===== config.mk =====
export PLATFORM = sky130hd
export DESIGN_NAME = aie_core
export DESIGN_NICKNAME = d
export VERILOG_FILES = /design/src/hw/aie_pkg.sv /design/src/hw/aie_quarter_gen.sv /design/src/hw/aie_adder8.sv /design/src/hw/aie_core.sv
export SDC_FILE = /design/constraint.sdc
export NUM_CORES = 1
export LEC_CHECK = 0
export BUFFER_PORTS_ARGS = -buffer_cell sky130_fd_sc_hd__buf_2
export CORE_UTILIZATION = 40
export CTS_BUF_LIST = sky130_fd_sc_hd__clkbuf_8
export DETAILED_ROUTE_END_ITERATION = 8
export GPL_TIMING_DRIVEN = 0
export HOLD_SLACK_MARGIN = 0.08
export SYNTH_ARGS = -nofsm -noshare
export SYNTH_HDL_FRONTEND = slang
export SYNTH_HIERARCHICAL = 1
export SYNTH_SLANG_ARGS = --single-unit

===== constraint.sdc =====
create_clock -name clk -period 6.25 [get_ports clk]
set_clock_uncertainty 0.1 [all_clocks]
set_input_delay 1.25 -clock clk [delete_from_list [all_inputs] [get_ports clk]]
set_output_delay 1.25 -clock clk [all_outputs]
set_load 0.1 [all_outputs]

===== src/hw/aie_pkg.sv =====
// shared constants and types for the add instruction execute block
package aie_pkg;
    // core clock rate
    localparam int unsigned CLK_HZ = 50_000_000;
    // core clock period in ns
    localparam int unsigned CLK_PERIOD_NS = 20;
    // core clock cycles per quarter-cycle enable
    localparam int unsigned QTR_DIV = 1;

    // widths of data, pointers and bank select
    localparam int unsigned DATA_W = 8;
    localparam int unsigned ADDR_W = 14;
    localparam int unsigned BANK_W = 6;
    localparam int unsigned PTR_CNT = 3;

    // upper byte of the literal-to-accumulator add (nibbles 0000 1111)
    localparam logic [7:0] OPC_LIT_ACC = 8'h0F;
    // upper byte of the literal-to-pointer add (nibbles 1110 1000)
    localparam logic [7:0] OPC_LIT_PTR = 8'hE8;
    // top six bits of the accumulator-to-register add (001001)
    localparam logic [5:0] OPC_ACC_REG = 6'h09;

    // instruction word field positions
    localparam int unsigned DEST_BIT = 9;
    localparam int unsigned BANK_BIT = 8;
    localparam int unsigned PSEL_LSB = 6;
    localparam logic [1:0] PSEL_NONE = 2'h3;
    // pointer used as base in indexed literal offset mode
    localparam int unsigned IDX_PTR = 2;

    // highest register operand handled by indexed or low access addressing
    localparam logic [7:0] LOW_ACCESS_MAX = 8'h5F;
    // bank that holds the upper part of the access bank (arbitrary default)
    localparam logic [5:0] ACC_HI_BANK = 6'h3F;

    // status flag bit positions
    localparam int unsigned FLG_C = 0;
    localparam int unsigned FLG_NC = 1;
    localparam int unsigned FLG_Z = 2;
    localparam int unsigned FLG_OVF = 3;
    localparam int unsigned FLG_N = 4;

    // reset values
    localparam logic [7:0] ACC_RST = 8'h00;
    localparam logic [4:0] STAT_RST = 5'h00;
    localparam logic [13:0] PTR_RST = 14'h0000;

    // quarter-cycle phases, gray coded
    typedef enum logic [1:0] {
        PH_FIRST = 2'b00,
        PH_SECOND = 2'b01,
        PH_THIRD = 2'b11,
        PH_FOURTH = 2'b10
    } aie_phase_t;

    // decoded instruction kind
    typedef enum logic [1:0] {
        OP_NONE = 2'b00,
        OP_LIT_ACC = 2'b01,
        OP_ACC_REG = 2'b11,
        OP_LIT_PTR = 2'b10
    } aie_op_t;
endpackage


===== src/hw/aie_quarter_gen.sv =====
// quarter-cycle enable divider and gray phase counter
`timescale 1ns/1ps
module aie_quarter_gen #(
    parameter int unsigned DIV = aie_pkg::QTR_DIV
) (
    // clock and reset
    input wire logic clk,
    input wire logic rst_b,
    // quarter enable pulse and the phase it belongs to
    output logic q_en_r,
    output aie_pkg::aie_phase_t phase_r
);
    // all state of the divider
    typedef struct packed {
        logic [15:0] cnt;
        logic q_en;
        aie_pkg::aie_phase_t phase;
    } aie_qgen_t;

    aie_qgen_t st_r;
    aie_qgen_t st_nxt;

    // count core cycles, pulse once per quarter, step the phase after each pulse
    always_comb begin
        st_nxt = st_r;
        if (st_r.cnt == 16'(DIV - 1)) begin
            st_nxt.cnt = 16'h0000;
            st_nxt.q_en = 1'b1;
        end else begin
            st_nxt.cnt = st_r.cnt + 16'h0001;
            st_nxt.q_en = 1'b0;
        end
        if (st_r.q_en) begin
            case (st_r.phase)
                aie_pkg::PH_FIRST: st_nxt.phase = aie_pkg::PH_SECOND;
                aie_pkg::PH_SECOND: st_nxt.phase = aie_pkg::PH_THIRD;
                aie_pkg::PH_THIRD: st_nxt.phase = aie_pkg::PH_FOURTH;
                default: st_nxt.phase = aie_pkg::PH_FIRST;
            endcase
        end
    end

    // state register
    always_ff @(posedge clk or negedge rst_b) begin
        if (!rst_b) begin
            st_r <= '{cnt: 16'h0000, q_en: 1'b0, phase: aie_pkg::PH_FIRST};
        end else begin
            st_r <= st_nxt;
        end
    end

    assign q_en_r = st_r.q_en;
    assign phase_r = st_r.phase;
endmodule


===== src/hw/aie_adder8.sv =====
// eight-bit adder with arithmetic status flags
`timescale 1ns/1ps
module aie_adder8 (
    // operands
    input wire logic [7:0] a,
    input wire logic [7:0] b,
    // result and flags
    output logic [7:0] sum,
    output logic [4:0] flags
);
    logic [8:0] full; // sum with carry out of bit 7
    logic [4:0] nib; // low nibble sum with carry out of bit 3

    // plain add and flag derivation
    always_comb begin
        full = {1'b0, a} + {1'b0, b};
        nib = {1'b0, a[3:0]} + {1'b0, b[3:0]};
        sum = full[7:0];
        flags = 5'h00;
        flags[aie_pkg::FLG_C] = full[8];
        flags[aie_pkg::FLG_NC] = nib[4];
        flags[aie_pkg::FLG_Z] = (full[7:0] == 8'h00);
        flags[aie_pkg::FLG_OVF] = (a[7] == b[7]) && (full[7] != a[7]);
        flags[aie_pkg::FLG_N] = full[7];
    end
endmodule


===== src/hw/aie_core.sv =====
// add instruction execute datapath: literal, register and pointer adds
`timescale 1ns/1ps
module aie_core #(
    parameter int unsigned QDIV = aie_pkg::QTR_DIV,
    parameter logic [5:0] HI_BANK = aie_pkg::ACC_HI_BANK
) (
    // clock and reset
    input wire logic clk,
    input wire logic rst_b,
    // instruction from the decoder, sampled in the first quarter
    input wire logic instr_valid,
    input wire logic [15:0] instr_word,
    // addressing context
    input wire logic ext_set_en,
    input wire logic [5:0] bank_select_register,
    // data memory
    input wire logic [7:0] mem_rdata,
    output logic [13:0] mem_addr_r,
    output logic mem_rd_r,
    output logic mem_wr_r,
    output logic [7:0] mem_wdata_r,
    // architectural state
    output logic [7:0] acc_r,
    output logic [2:0][13:0] file_select_pointer_r,
    output logic [4:0] status_r,
    // sequencing
    output logic quarter_en_r,
    output aie_pkg::aie_phase_t quarter_r,
    output logic done_r,
    output aie_pkg::aie_op_t done_op_r
);
    // all state of the datapath
    typedef struct packed {
        aie_pkg::aie_op_t op;
        logic [15:0] ir;
        logic [7:0] acc;
        logic [2:0][13:0] ptr;
        logic [4:0] stat;
        logic [7:0] opnd;
        logic [7:0] sum;
        logic [4:0] flg;
        logic [13:0] psum;
        logic [13:0] addr;
        logic rd;
        logic wr;
        logic [7:0] wdata;
        logic done;
        aie_pkg::aie_op_t done_op;
    } aie_core_t;

    aie_core_t st_r; // registered state
    aie_core_t st_nxt; // next state
    logic q_en; // quarter enable pulse
    aie_pkg::aie_phase_t phase; // current quarter
    logic [7:0] add_b; // second adder operand
    logic [7:0] add_sum; // adder result
    logic [4:0] add_flg; // adder flags
    aie_pkg::aie_op_t dec_op; // decode of the incoming word
    logic [13:0] opnd_addr; // data memory address of the register operand
    logic [7:0] f_fld; // register field of the held instruction
    logic [1:0] psel; // pointer select of the held instruction

    // quarter-cycle sequencer
    aie_quarter_gen #(
        .DIV(QDIV)
    ) u_qgen (
        .clk(clk),
        .rst_b(rst_b),
        .q_en_r(q_en),
        .phase_r(phase)
    );

    // shared adder, fed by the working register and the operand
    aie_adder8 u_add (
        .a(st_r.acc),
        .b(add_b),
        .sum(add_sum),
        .flags(add_flg)
    );

    assign f_fld = st_r.ir[7:0];
    assign psel = st_r.ir[aie_pkg::PSEL_LSB +: 2];
    // register operand comes from memory, literals from the held operand
    assign add_b = (st_r.op == aie_pkg::OP_ACC_REG) ? mem_rdata : st_r.opnd;

    // opcode decode of the incoming instruction word
    always_comb begin
        dec_op = aie_pkg::OP_NONE;
        if (instr_word[15:8] == aie_pkg::OPC_LIT_ACC) begin
            dec_op = aie_pkg::OP_LIT_ACC;
        end else if (instr_word[15:10] == aie_pkg::OPC_ACC_REG) begin
            dec_op = aie_pkg::OP_ACC_REG;
        end else if (instr_word[15:8] == aie_pkg::OPC_LIT_PTR) begin
            dec_op = aie_pkg::OP_LIT_PTR;
        end
    end

    // register operand address from the bank access bit and mode
    always_comb begin
        if (st_r.ir[aie_pkg::BANK_BIT]) begin
            opnd_addr = {bank_select_register, f_fld};
        end else if (f_fld <= aie_pkg::LOW_ACCESS_MAX) begin
            if (ext_set_en) begin
                opnd_addr = st_r.ptr[aie_pkg::IDX_PTR] + {6'h00, f_fld};
            end else begin
                opnd_addr = {6'h00, f_fld};
            end
        end else begin
            opnd_addr = {HI_BANK, f_fld};
        end
    end

    // quarter-by-quarter execution
    always_comb begin
        st_nxt = st_r;
        st_nxt.rd = 1'b0;
        st_nxt.wr = 1'b0;
        st_nxt.done = 1'b0;
        if (q_en) begin
            case (phase)
                // first quarter: take and decode the word
                aie_pkg::PH_FIRST: begin
                    st_nxt.ir = instr_word;
                    st_nxt.op = instr_valid ? dec_op : aie_pkg::OP_NONE;
                end
                // second quarter: read literal or memory register
                aie_pkg::PH_SECOND: begin
                    case (st_r.op)
                        aie_pkg::OP_ACC_REG: begin
                            st_nxt.addr = opnd_addr;
                            st_nxt.rd = 1'b1;
                        end
                        aie_pkg::OP_LIT_ACC: st_nxt.opnd = f_fld;
                        aie_pkg::OP_LIT_PTR: st_nxt.opnd = {2'b00, f_fld[5:0]};
                        default: st_nxt.opnd = st_r.opnd;
                    endcase
                end
                // third quarter: process data
                aie_pkg::PH_THIRD: begin
                    st_nxt.opnd = add_b;
                    st_nxt.sum = add_sum;
                    st_nxt.flg = add_flg;
                    if (psel != aie_pkg::PSEL_NONE) begin
                        st_nxt.psum = st_r.ptr[psel] + {8'h00, st_r.opnd[5:0]};
                    end
                end
                // fourth quarter: write destination
                default: begin
                    case (st_r.op)
                        aie_pkg::OP_LIT_ACC: begin
                            st_nxt.acc = st_r.sum;
                            st_nxt.stat = st_r.flg;
                        end
                        aie_pkg::OP_ACC_REG: begin
                            st_nxt.stat = st_r.flg;
                            if (st_r.ir[aie_pkg::DEST_BIT]) begin
                                st_nxt.wr = 1'b1;
                                st_nxt.wdata = st_r.sum;
                            end else begin
                                st_nxt.acc = st_r.sum;
                            end
                        end
                        aie_pkg::OP_LIT_PTR: begin
                            if (psel != aie_pkg::PSEL_NONE) begin
                                st_nxt.ptr[psel] = st_r.psum;
                            end
                        end
                        default: st_nxt.acc = st_r.acc;
                    endcase
                    st_nxt.done = (st_r.op != aie_pkg::OP_NONE);
                    st_nxt.done_op = st_r.op;
                    st_nxt.op = aie_pkg::OP_NONE;
                end
            endcase
        end
    end

    // state register
    always_ff @(posedge clk or negedge rst_b) begin
        if (!rst_b) begin
            st_r <= '{op: aie_pkg::OP_NONE, ir: 16'h0000, acc: aie_pkg::ACC_RST,
                ptr: {3{aie_pkg::PTR_RST}}, stat: aie_pkg::STAT_RST, opnd: 8'h00,
                sum: 8'h00, flg: 5'h00, psum: 14'h0000, addr: 14'h0000, rd: 1'b0,
                wr: 1'b0, wdata: 8'h00, done: 1'b0, done_op: aie_pkg::OP_NONE};
        end else begin
            st_r <= st_nxt;
        end
    end

    // outputs straight from state flops
    assign mem_addr_r = st_r.addr;
    assign mem_rd_r = st_r.rd;
    assign mem_wr_r = st_r.wr;
    assign mem_wdata_r = st_r.wdata;
    assign acc_r = st_r.acc;
    assign file_select_pointer_r = st_r.ptr;
    assign status_r = st_r.stat;
    assign quarter_en_r = q_en;
    assign quarter_r = phase;
    assign done_r = st_r.done;
    assign done_op_r = st_r.done_op;

    // checker helpers: values seen at decode
    logic [7:0] h_acc; // working register at decode
    logic [4:0] h_stat; // flags at decode
    logic [13:0] h_ptr; // selected pointer at decode
    logic [8:0] h_full; // expected nine-bit sum

    // capture the pre-instruction state once per instruction
    always_ff @(posedge clk or negedge rst_b) begin
        if (!rst_b) begin
            h_acc <= 8'h00;
            h_stat <= 5'h00;
            h_ptr <= 14'h0000;
        end else if (q_en && phase == aie_pkg::PH_FIRST) begin
            h_acc <= st_r.acc;
            h_stat <= st_r.stat;
            h_ptr <= st_r.ptr[instr_word[aie_pkg::PSEL_LSB +: 2]];
        end
    end

    assign h_full = {1'b0, h_acc} + {1'b0, st_r.opnd};

    // literal add lands in the working register
    a_lit_acc_sum: assert property (@(posedge clk) disable iff (!rst_b)
        done_r && done_op_r == aie_pkg::OP_LIT_ACC |-> acc_r == h_full[7:0])
        else $error("literal add result wrong");

    // register add with d=0 writes the working register only
    a_reg_to_acc: assert property (@(posedge clk) disable iff (!rst_b)
        done_r && done_op_r == aie_pkg::OP_ACC_REG && !st_r.ir[aie_pkg::DEST_BIT]
        |-> acc_r == h_full[7:0] && !mem_wr_r)
        else $error("register add to working register wrong");

    // register add with d=1 writes memory and keeps the working register
    a_reg_to_mem: assert property (@(posedge clk) disable iff (!rst_b)
        done_r && done_op_r == aie_pkg::OP_ACC_REG && st_r.ir[aie_pkg::DEST_BIT]
        |-> mem_wr_r && mem_wdata_r == h_full[7:0] && acc_r == h_acc
            && mem_addr_r == $past(mem_addr_r))
        else $error("register add to memory wrong");

    // arithmetic adds set carry and zero from the result
    a_flags_arith: assert property (@(posedge clk) disable iff (!rst_b)
        done_r && (done_op_r == aie_pkg::OP_LIT_ACC || done_op_r == aie_pkg::OP_ACC_REG)
        |-> status_r[aie_pkg::FLG_C] == h_full[8]
            && status_r[aie_pkg::FLG_Z] == (h_full[7:0] == 8'h00)
            && status_r[aie_pkg::FLG_N] == h_full[7])
        else $error("arithmetic flags wrong");

    // pointer add updates the pointer and leaves flags alone
    a_ptr_add: assert property (@(posedge clk) disable iff (!rst_b)
        done_r && done_op_r == aie_pkg::OP_LIT_PTR && psel != aie_pkg::PSEL_NONE
        |-> file_select_pointer_r[psel] == h_ptr + {8'h00, st_r.opnd[5:0]}
            && status_r == h_stat)
        else $error("pointer add wrong");

    // results are written only in the fourth quarter
    a_write_q4: assert property (@(posedge clk) disable iff (!rst_b)
        $changed(acc_r) || $changed(file_select_pointer_r) || mem_wr_r
        |-> $past(q_en) && $past(phase) == aie_pkg::PH_FOURTH)
        else $error("write outside fourth quarter");

    // memory read is issued only in the second quarter
    a_read_q2: assert property (@(posedge clk) disable iff (!rst_b)
        mem_rd_r |-> $past(q_en) && $past(phase) == aie_pkg::PH_SECOND
            && st_r.op == aie_pkg::OP_ACC_REG)
        else $error("memory read outside second quarter");

    // banked operand addressing
    a_bank_addr: assert property (@(posedge clk) disable iff (!rst_b)
        mem_rd_r && st_r.ir[aie_pkg::BANK_BIT]
        |-> mem_addr_r == {$past(bank_select_register), f_fld})
        else $error("banked address wrong");

    // indexed literal offset addressing
    a_indexed_addr: assert property (@(posedge clk) disable iff (!rst_b)
        mem_rd_r && !st_r.ir[aie_pkg::BANK_BIT] && $past(ext_set_en)
            && f_fld <= aie_pkg::LOW_ACCESS_MAX
        |-> mem_addr_r == st_r.ptr[aie_pkg::IDX_PTR] + {6'h00, f_fld})
        else $error("indexed address wrong");

    // a valid literal add word decodes to the literal add
    a_decode_lit: assert property (@(posedge clk) disable iff (!rst_b)
        q_en && phase == aie_pkg::PH_FIRST && instr_valid
            && instr_word[15:8] == aie_pkg::OPC_LIT_ACC
        |=> st_r.op == aie_pkg::OP_LIT_ACC)
        else $error("literal add not decoded");

    // main scenarios
    c_lit_acc: cover property (@(posedge clk) disable iff (!rst_b)
        done_r && done_op_r == aie_pkg::OP_LIT_ACC);
    c_reg_mem: cover property (@(posedge clk) disable iff (!rst_b)
        done_r && done_op_r == aie_pkg::OP_ACC_REG && mem_wr_r);
    c_ptr_add: cover property (@(posedge clk) disable iff (!rst_b)
        done_r && done_op_r == aie_pkg::OP_LIT_PTR);
    c_overflow: cover property (@(posedge clk) disable iff (!rst_b)
        done_r && status_r[aie_pkg::FLG_OVF]);
endmodule


Yosys cells after proc, flatten, opt, wreduce, memory -nomap -nowiden. Index checks and enable logic that the tools add are counted.

Register bits: 154. Input bits: 34. Output and inout port bits: 85. Logic and storage cells: 91.

Add/subtract/negate cells: 5. Order comparisons: 3. Eq/ne operators: 13. Mux-type cells: 26. Bitwise logic cells: 2. Reductions and logical operators: 22.

Operators with widths (count): 14-bit two-way mux (5); 8-bit case mux with 2 select lines (3); 42-bit bitwise mux (1); 14-bit binary-select mux with 2-bit select (1); 14-bit demux with 2-bit select (1); 9-bit two-way mux (2); 17-bit two-way mux (1); 16-bit by 1-bit adder with 16-bit output (second input constant) (1); 16-bit logical NOT (1); 8-bit two-way mux (2); 14-bit by 6-bit adder with 14-bit output (1); 14-bit by 8-bit adder with 14-bit output (1); 13-bit two-way mux (1); 12-bit two-way mux (1); 3-bit AND reduction (4); 4-bit AND reduction (3); 8-bit by 8-bit adder with 9-bit output (1); 8-bit by 4-bit equality test with 1-bit output (second input constant) (1); 8-bit equality test (second input constant) (1); 8-bit by 7-bit less-or-equal comparator with 1-bit output (second input constant) (1); 8-bit logical NOT (1); 2-bit two-way mux (4); 2-bit AND reduction (4); 2-bit equality test (second input constant) (3); 18 further kinds (26).

Longest topological paths before layout.
Depth in word-level cells: 6. Mapped depth: 13. Mapped depth without buffers: 12.

Cells and area by module. The synthesis kept the hierarchy.

By module, submodules not included: aie_core (times used 1, cells each 639, area an instance 7029.2 µm², seq. area each 3228.1 µm²); aie_quarter_gen (times used 1, cells each 74, area an instance 894.6 µm², seq. area each 475.5 µm²); aie_adder8 (times used 1, cells each 53, area an instance 414.1 µm², seq. area each 0.0 µm²).

Worst setup path after synthesis. No wires, ideal clock.

Path type: input to register. Start point: input mem_rdata[5]. End point: register st_r[53] (netlist bit). Arrival: 3200 ps. Path slack: 2825 ps. Stages: 8. Buffers on the path: 1. Cells stage by stage: mux2_2 ha_1 a21o_1 a31o_1 a221o_1 a211o_1 buf_4 mux2_2.

Cells in the longest elaborated chain, start to end: 2.

RTL lines: start, declared (line aie_core.sv:17) `input wire logic [7:0] mem_rdata,`; 8-bit two-way mux (line aie_core.sv:84) `assign add_b = (st_r.op == aie_pkg::OP_ACC_REG) ? mem_rdata : st_r.opnd;`; 8-bit by 8-bit adder with 9-bit output (line aie_adder8.sv:16) `full = {1'b0, a} + {1'b0, b};`; net add_flg[4] (line aie_core.sv:57) `logic [4:0] add_flg;`; end signal, assigned (line aie_core.sv:181) `st_r <= '{op: aie_pkg::OP_NONE, ir: 16'h0000, acc: aie_pkg::ACC_RST,`; end signal, assigned (line aie_core.sv:186) `st_r <= st_nxt;`; end, declared (line aie_core.sv:51) `aie_core_t st_r;`.

The timed path passes the listed nets, and every way through them passes these cells. A chain may end at the register's enable or synchronous reset.

Worst setup path after layout.
Start point: register st_r (netlist bit f_fld[7]). End point: register st_r[39] (netlist bit).

Cells in the longest elaborated chain, start to end: 3. Elaborated cells between the ends (all ways): 5. Those cells by class: add/sub: 1; eq/ne: 1; mux: 2; reduce/logical: 1.

RTL lines: 14-bit binary-select mux with 2-bit select (line aie_core.sv:144) `st_nxt.psum = st_r.ptr[psel] + {8'h00, st_r.opnd[5:0]};`; 14-bit two-way mux (implied by the code) (line aie_core.sv:144); 14-bit by 6-bit adder with 14-bit output (line aie_core.sv:144).

Parallel ways exist; a longest one is shown, timed or not. The select of a mux whose other input is x is not followed.

==> results.md <==
* Worst skew pair latency at 0.46 ns
* Actual transition at the worst max-transition pin at around 0.9 ns
* Root Buffer: clkbuf_8
* Number of clock sinks seen by CTS at around 150
* Master of the slowest instance on the critical path: dfrtp_1
* H-tree levels at 4
* Gr usage total at 18.6%
* Final hold vios at 0
* Main flop type after synthesis: dfrtp_1
* Total leakage power at roughly 5 nW
* Post-detailed-placement cell area at roughly 9300 µm²
* Distinct cells, synth at 63
* Critical setup path kind: reg -> reg
* Total placed cells including tap cells at 1154
* Die Outline Area at ~21000 µm²
* Crit path cell chain: clkbuf_1 -> clkbuf_1 -> o21ai_0 -> ha_1 -> inv_1 -> fa_1 -> nor2b_1 -> o31a_1 -> o22ai_1 -> nor3_2 -> xnor2_1 -> mux2_2
* Buffers on Ports at roughly 120
* Number of vias after detailed routing at about 5.9k
* Fraction of the yosys area taken by sequential cells at between 40% and 50%
* Cell types with the highest counts after synthesis: dfrtp_1, mux2_2, buf_4
* RSZ-0062 raised after global routing: no
* Final design area excluding fillers at slightly below 10000 µm²
* Gate count after technology mapping at approximately 770
* Crit-path max cell delay at ~0.52 ns
* Number of endpoints failing setup at the final stage at 0
* Die width at between 100 and 150 µm
* Number of global-route vias before repair at approximately 5.8k
* Final worst path period share at 57.8%
* Count of flip-flops with a built-in enable after synthesis at 0
* Average wire length per cell after detail routing at ~16 µm
* Top-level I/O count at roughly 120
* Fin crit period at around 3.6 ns
* Post-CTS Hold Buffers at 0
* Pwr per Cell Area at 222 nW/µm²
* Drt first-iter violations at about 230
* Worst IR Drop VDD at around 130 µV
* DRC errors left at 0
* Maximum clock frequency at around 280 MHz
* Fin. max-slew vios at 0
* Pin count of the biggest net entering global routing at 93
* Starting density of the core at approximately two fifths
* Sort of element at the end of the critical path: flop
* Global-route wire length before repair at between 30000 and 40000 µm
* Final worst slack at between 2 and 3 ns
* Total congestion overflow at 0
* Non-filler cells, final at roughly 1.2k
* Number of setup buffers added after CTS at 0
* Area of the multi-input gates at between 3000 and 4000 µm²
* Mean post-synth cell area at between 10 and 15 µm²
* Placeable core area at 20400 µm²
* Worst Path Max Fanout at 10
* Die height at between 100 and 150 µm
* Number of synthesis warnings at 6
* Required time of the critical path at between 6 and 7 ns
* Post-layout net count at around 970
* Critical Path Source Type: flop
* Share of cells above drive strength 1 at about two fifths
* Layout fillers at between 1.5k and 2k
* Number of rows created at floorplan at 52
* Total of cells resized after clock tree synthesis at 0
* Max cap viols at 0
* Yosys top cell by area: dfrtp_1
* Cell area after technology mapping at about 8300 µm²
* Asr flop ratio synth at 100%
* FF+latch count, synth at 148
* Area taken by flip-flops and latches at 3700 µm²
* Most numerous cell in the Yosys netlist: dfrtp_1
* Clock-pin slew on the worst setup and hold paths at approximately 0.10 ns
* Via density per instance at 4.94
* Post-detailed-route count of antenna-violating nets at 0
* Worst Hold Class: reg -> reg
* Fraction of synthesized cell area taken by the top area cell type at around 44%
* Clk buf depth at 2
* Syn_nets at 828
* Outcome: complete, no violations
* Critical path's most frequent cell: clkbuf_1
* Antenna cell count at 0
* Total clock buffers created by CTS at 17
* Final hold slack at 0.382 ns
* Final estimated routing congestion in global placement at 0.847
* Worst slew margin relative to its limit at around two fifths
* Initial antenna violation count at 0
* Setup TNS Final at 0 ns
* Post-Place Worst Slack at between 2 and 2.5 ns
* Arrival time worst endpoint at 3.87 ns
* DRT Pass-1 Iters at 4
* CTS tree: done
* Area Growth Syn to Fin at 16.2%
* Routed wire length at 19000 µm
* Dominant cells by area after synthesis: dfrtp_1, mux2_2, buf_4, ha_1, mux2i_1
* Detailed placer's ending HPWL at ~14000 µm
-- layout make-up --
| type | instances | area share (%) |
|---|---|---|
| inverters | 22 | 0.853 |
| clock inverters | 14 | 1.47 |
| multi-input cells | 489 | 39.3 |
| plain buffers | 107 | 7.66 |
| well taps | 270 | 3.49 |
| repair buffers | 118 | 6.39 |
| clock buffers | 18 | 2.56 |
| flip-flops and latches | 148 | 38.2 |
-- placed cells by master (no fill, tap or decap), drive strengths merged, types with 3 or more instances in the layout --
cell type | netlist | final
buf | 94 | 212
clkinv | 1 | 3
o21ai | 52 | 52
xor2 | 8 | 8
a21o | 8 | 8
mux2 | 97 | 97
nand2b | 8 | 8
o21a | 7 | 7
nand3 | 20 | 20
a211o | 3 | 3
mux2i | 28 | 28
nor4 | 7 | 7
a21oi | 21 | 21
nand4 | 7 | 7
nor2b | 4 | 4
ha | 25 | 25
fa | 3 | 3
nor3 | 18 | 18
dfrtp | 148 | 148
clkbuf | 13 | 31
clkinvlp | 0 | 4
xnor2 | 28 | 28
nand2 | 65 | 65
o22ai | 3 | 3
a211oi | 7 | 7
nor2 | 32 | 32
inv | 21 | 28
nor3b | 3 | 3
o2bb2ai | 5 | 5
-- final timing paths --
| kind | endpoint | cells past startpoint | startpoint | slack, ns |
|---|---|---|---|---|
| worst min-delay path | u_qgen/phase_r[0] | 1 | u_qgen/phase_r[1] | 0.38 |
| max in group asynchronous | acc_r[3] | 2 | rst_b | 4.58 |
| worst max-delay path | st_r[39] | 12 | f_fld[7] | 2.64 |
| worst max register to register | st_r[39] | 12 | f_fld[7] | 2.64 |
| worst min register to register | u_qgen/phase_r[0] | 1 | u_qgen/phase_r[1] | 0.38 |
| min in group asynchronous | mem_addr_r[11] | 1 | rst_b | 0.65 |
-- where the power goes --
part | internal [W] | switching [W] | total, W
clock network | 0.000338 | 0.000410 | 0.000747
registers | 0.00101 | 0.0000517 | 0.00106
logic | 0.000136 | 0.000207 | 0.000343
-- sequential cells by signal, indices dropped and copies added, names as in the netlist --
| register | flops |
|---|---|
| acc_r | 8 |
| done_op_r | 2 |
| done_r | 1 |
| f_fld | 8 |
| file_select_pointer_r | 42 |
| mem_addr_r | 14 |
| mem_rd_r | 1 |
| mem_wdata_r | 8 |
| mem_wr_r | 1 |
| st_r | 39 |
| status_r | 5 |
| u_qgen/phase_r | 2 |
| u_qgen/q_en_r | 1 |
| u_qgen/st_r | 16 |
-- critical path, delay by kind of cell, from the launching register on --
family | cells | cell delay, ns
xor gates and xnor gates | 1 | 0.14
AOI/OAI and AO/OA | 3 | 0.88
muxes | 1 | 0.26
adders and majority gates | 2 | 0.44
and+or+nand+nor | 2 | 0.15
DFF | 1 | 0.52
buffers and inverters | 3 | 1.03
-- routing by layer --
layer,wire length (µm),GRT usage (%),part of all wire [%]
met1,9150,24.8,48
met4,268,5.05,1.4
met5,0,0,0
met3,762,4.31,4.0
met2,8840,30.1,46
-- kinds of logic after synthesis --
| group | synth area share [%] |
|---|---|
| buffers and inverters | 9.89 |
| XOR/XNOR | 3.78 |
| AND/OR/NAND/NOR | 11.4 |
| AO/OA/AOI/OAI | 9.11 |
| flip-flops | 44.4 |
| adder cells (fa/ha/maj) | 4.47 |
| multiplexers | 16.9 |
-- stage by stage --
| stage | total power (W) | utilization (%) |
|---|---|---|
| floorplan | 0.00132 | - |
| global placement | 0.00142 | 45.5 |
| detailed placement | 0.00142 | 45.6 |
| CTS | 0.00217 | 47.6 |
| global route | 0.00225 | 47.6 |
| finish | 0.00215 | 47.6 |
Power figures use the tool's default switching activity.
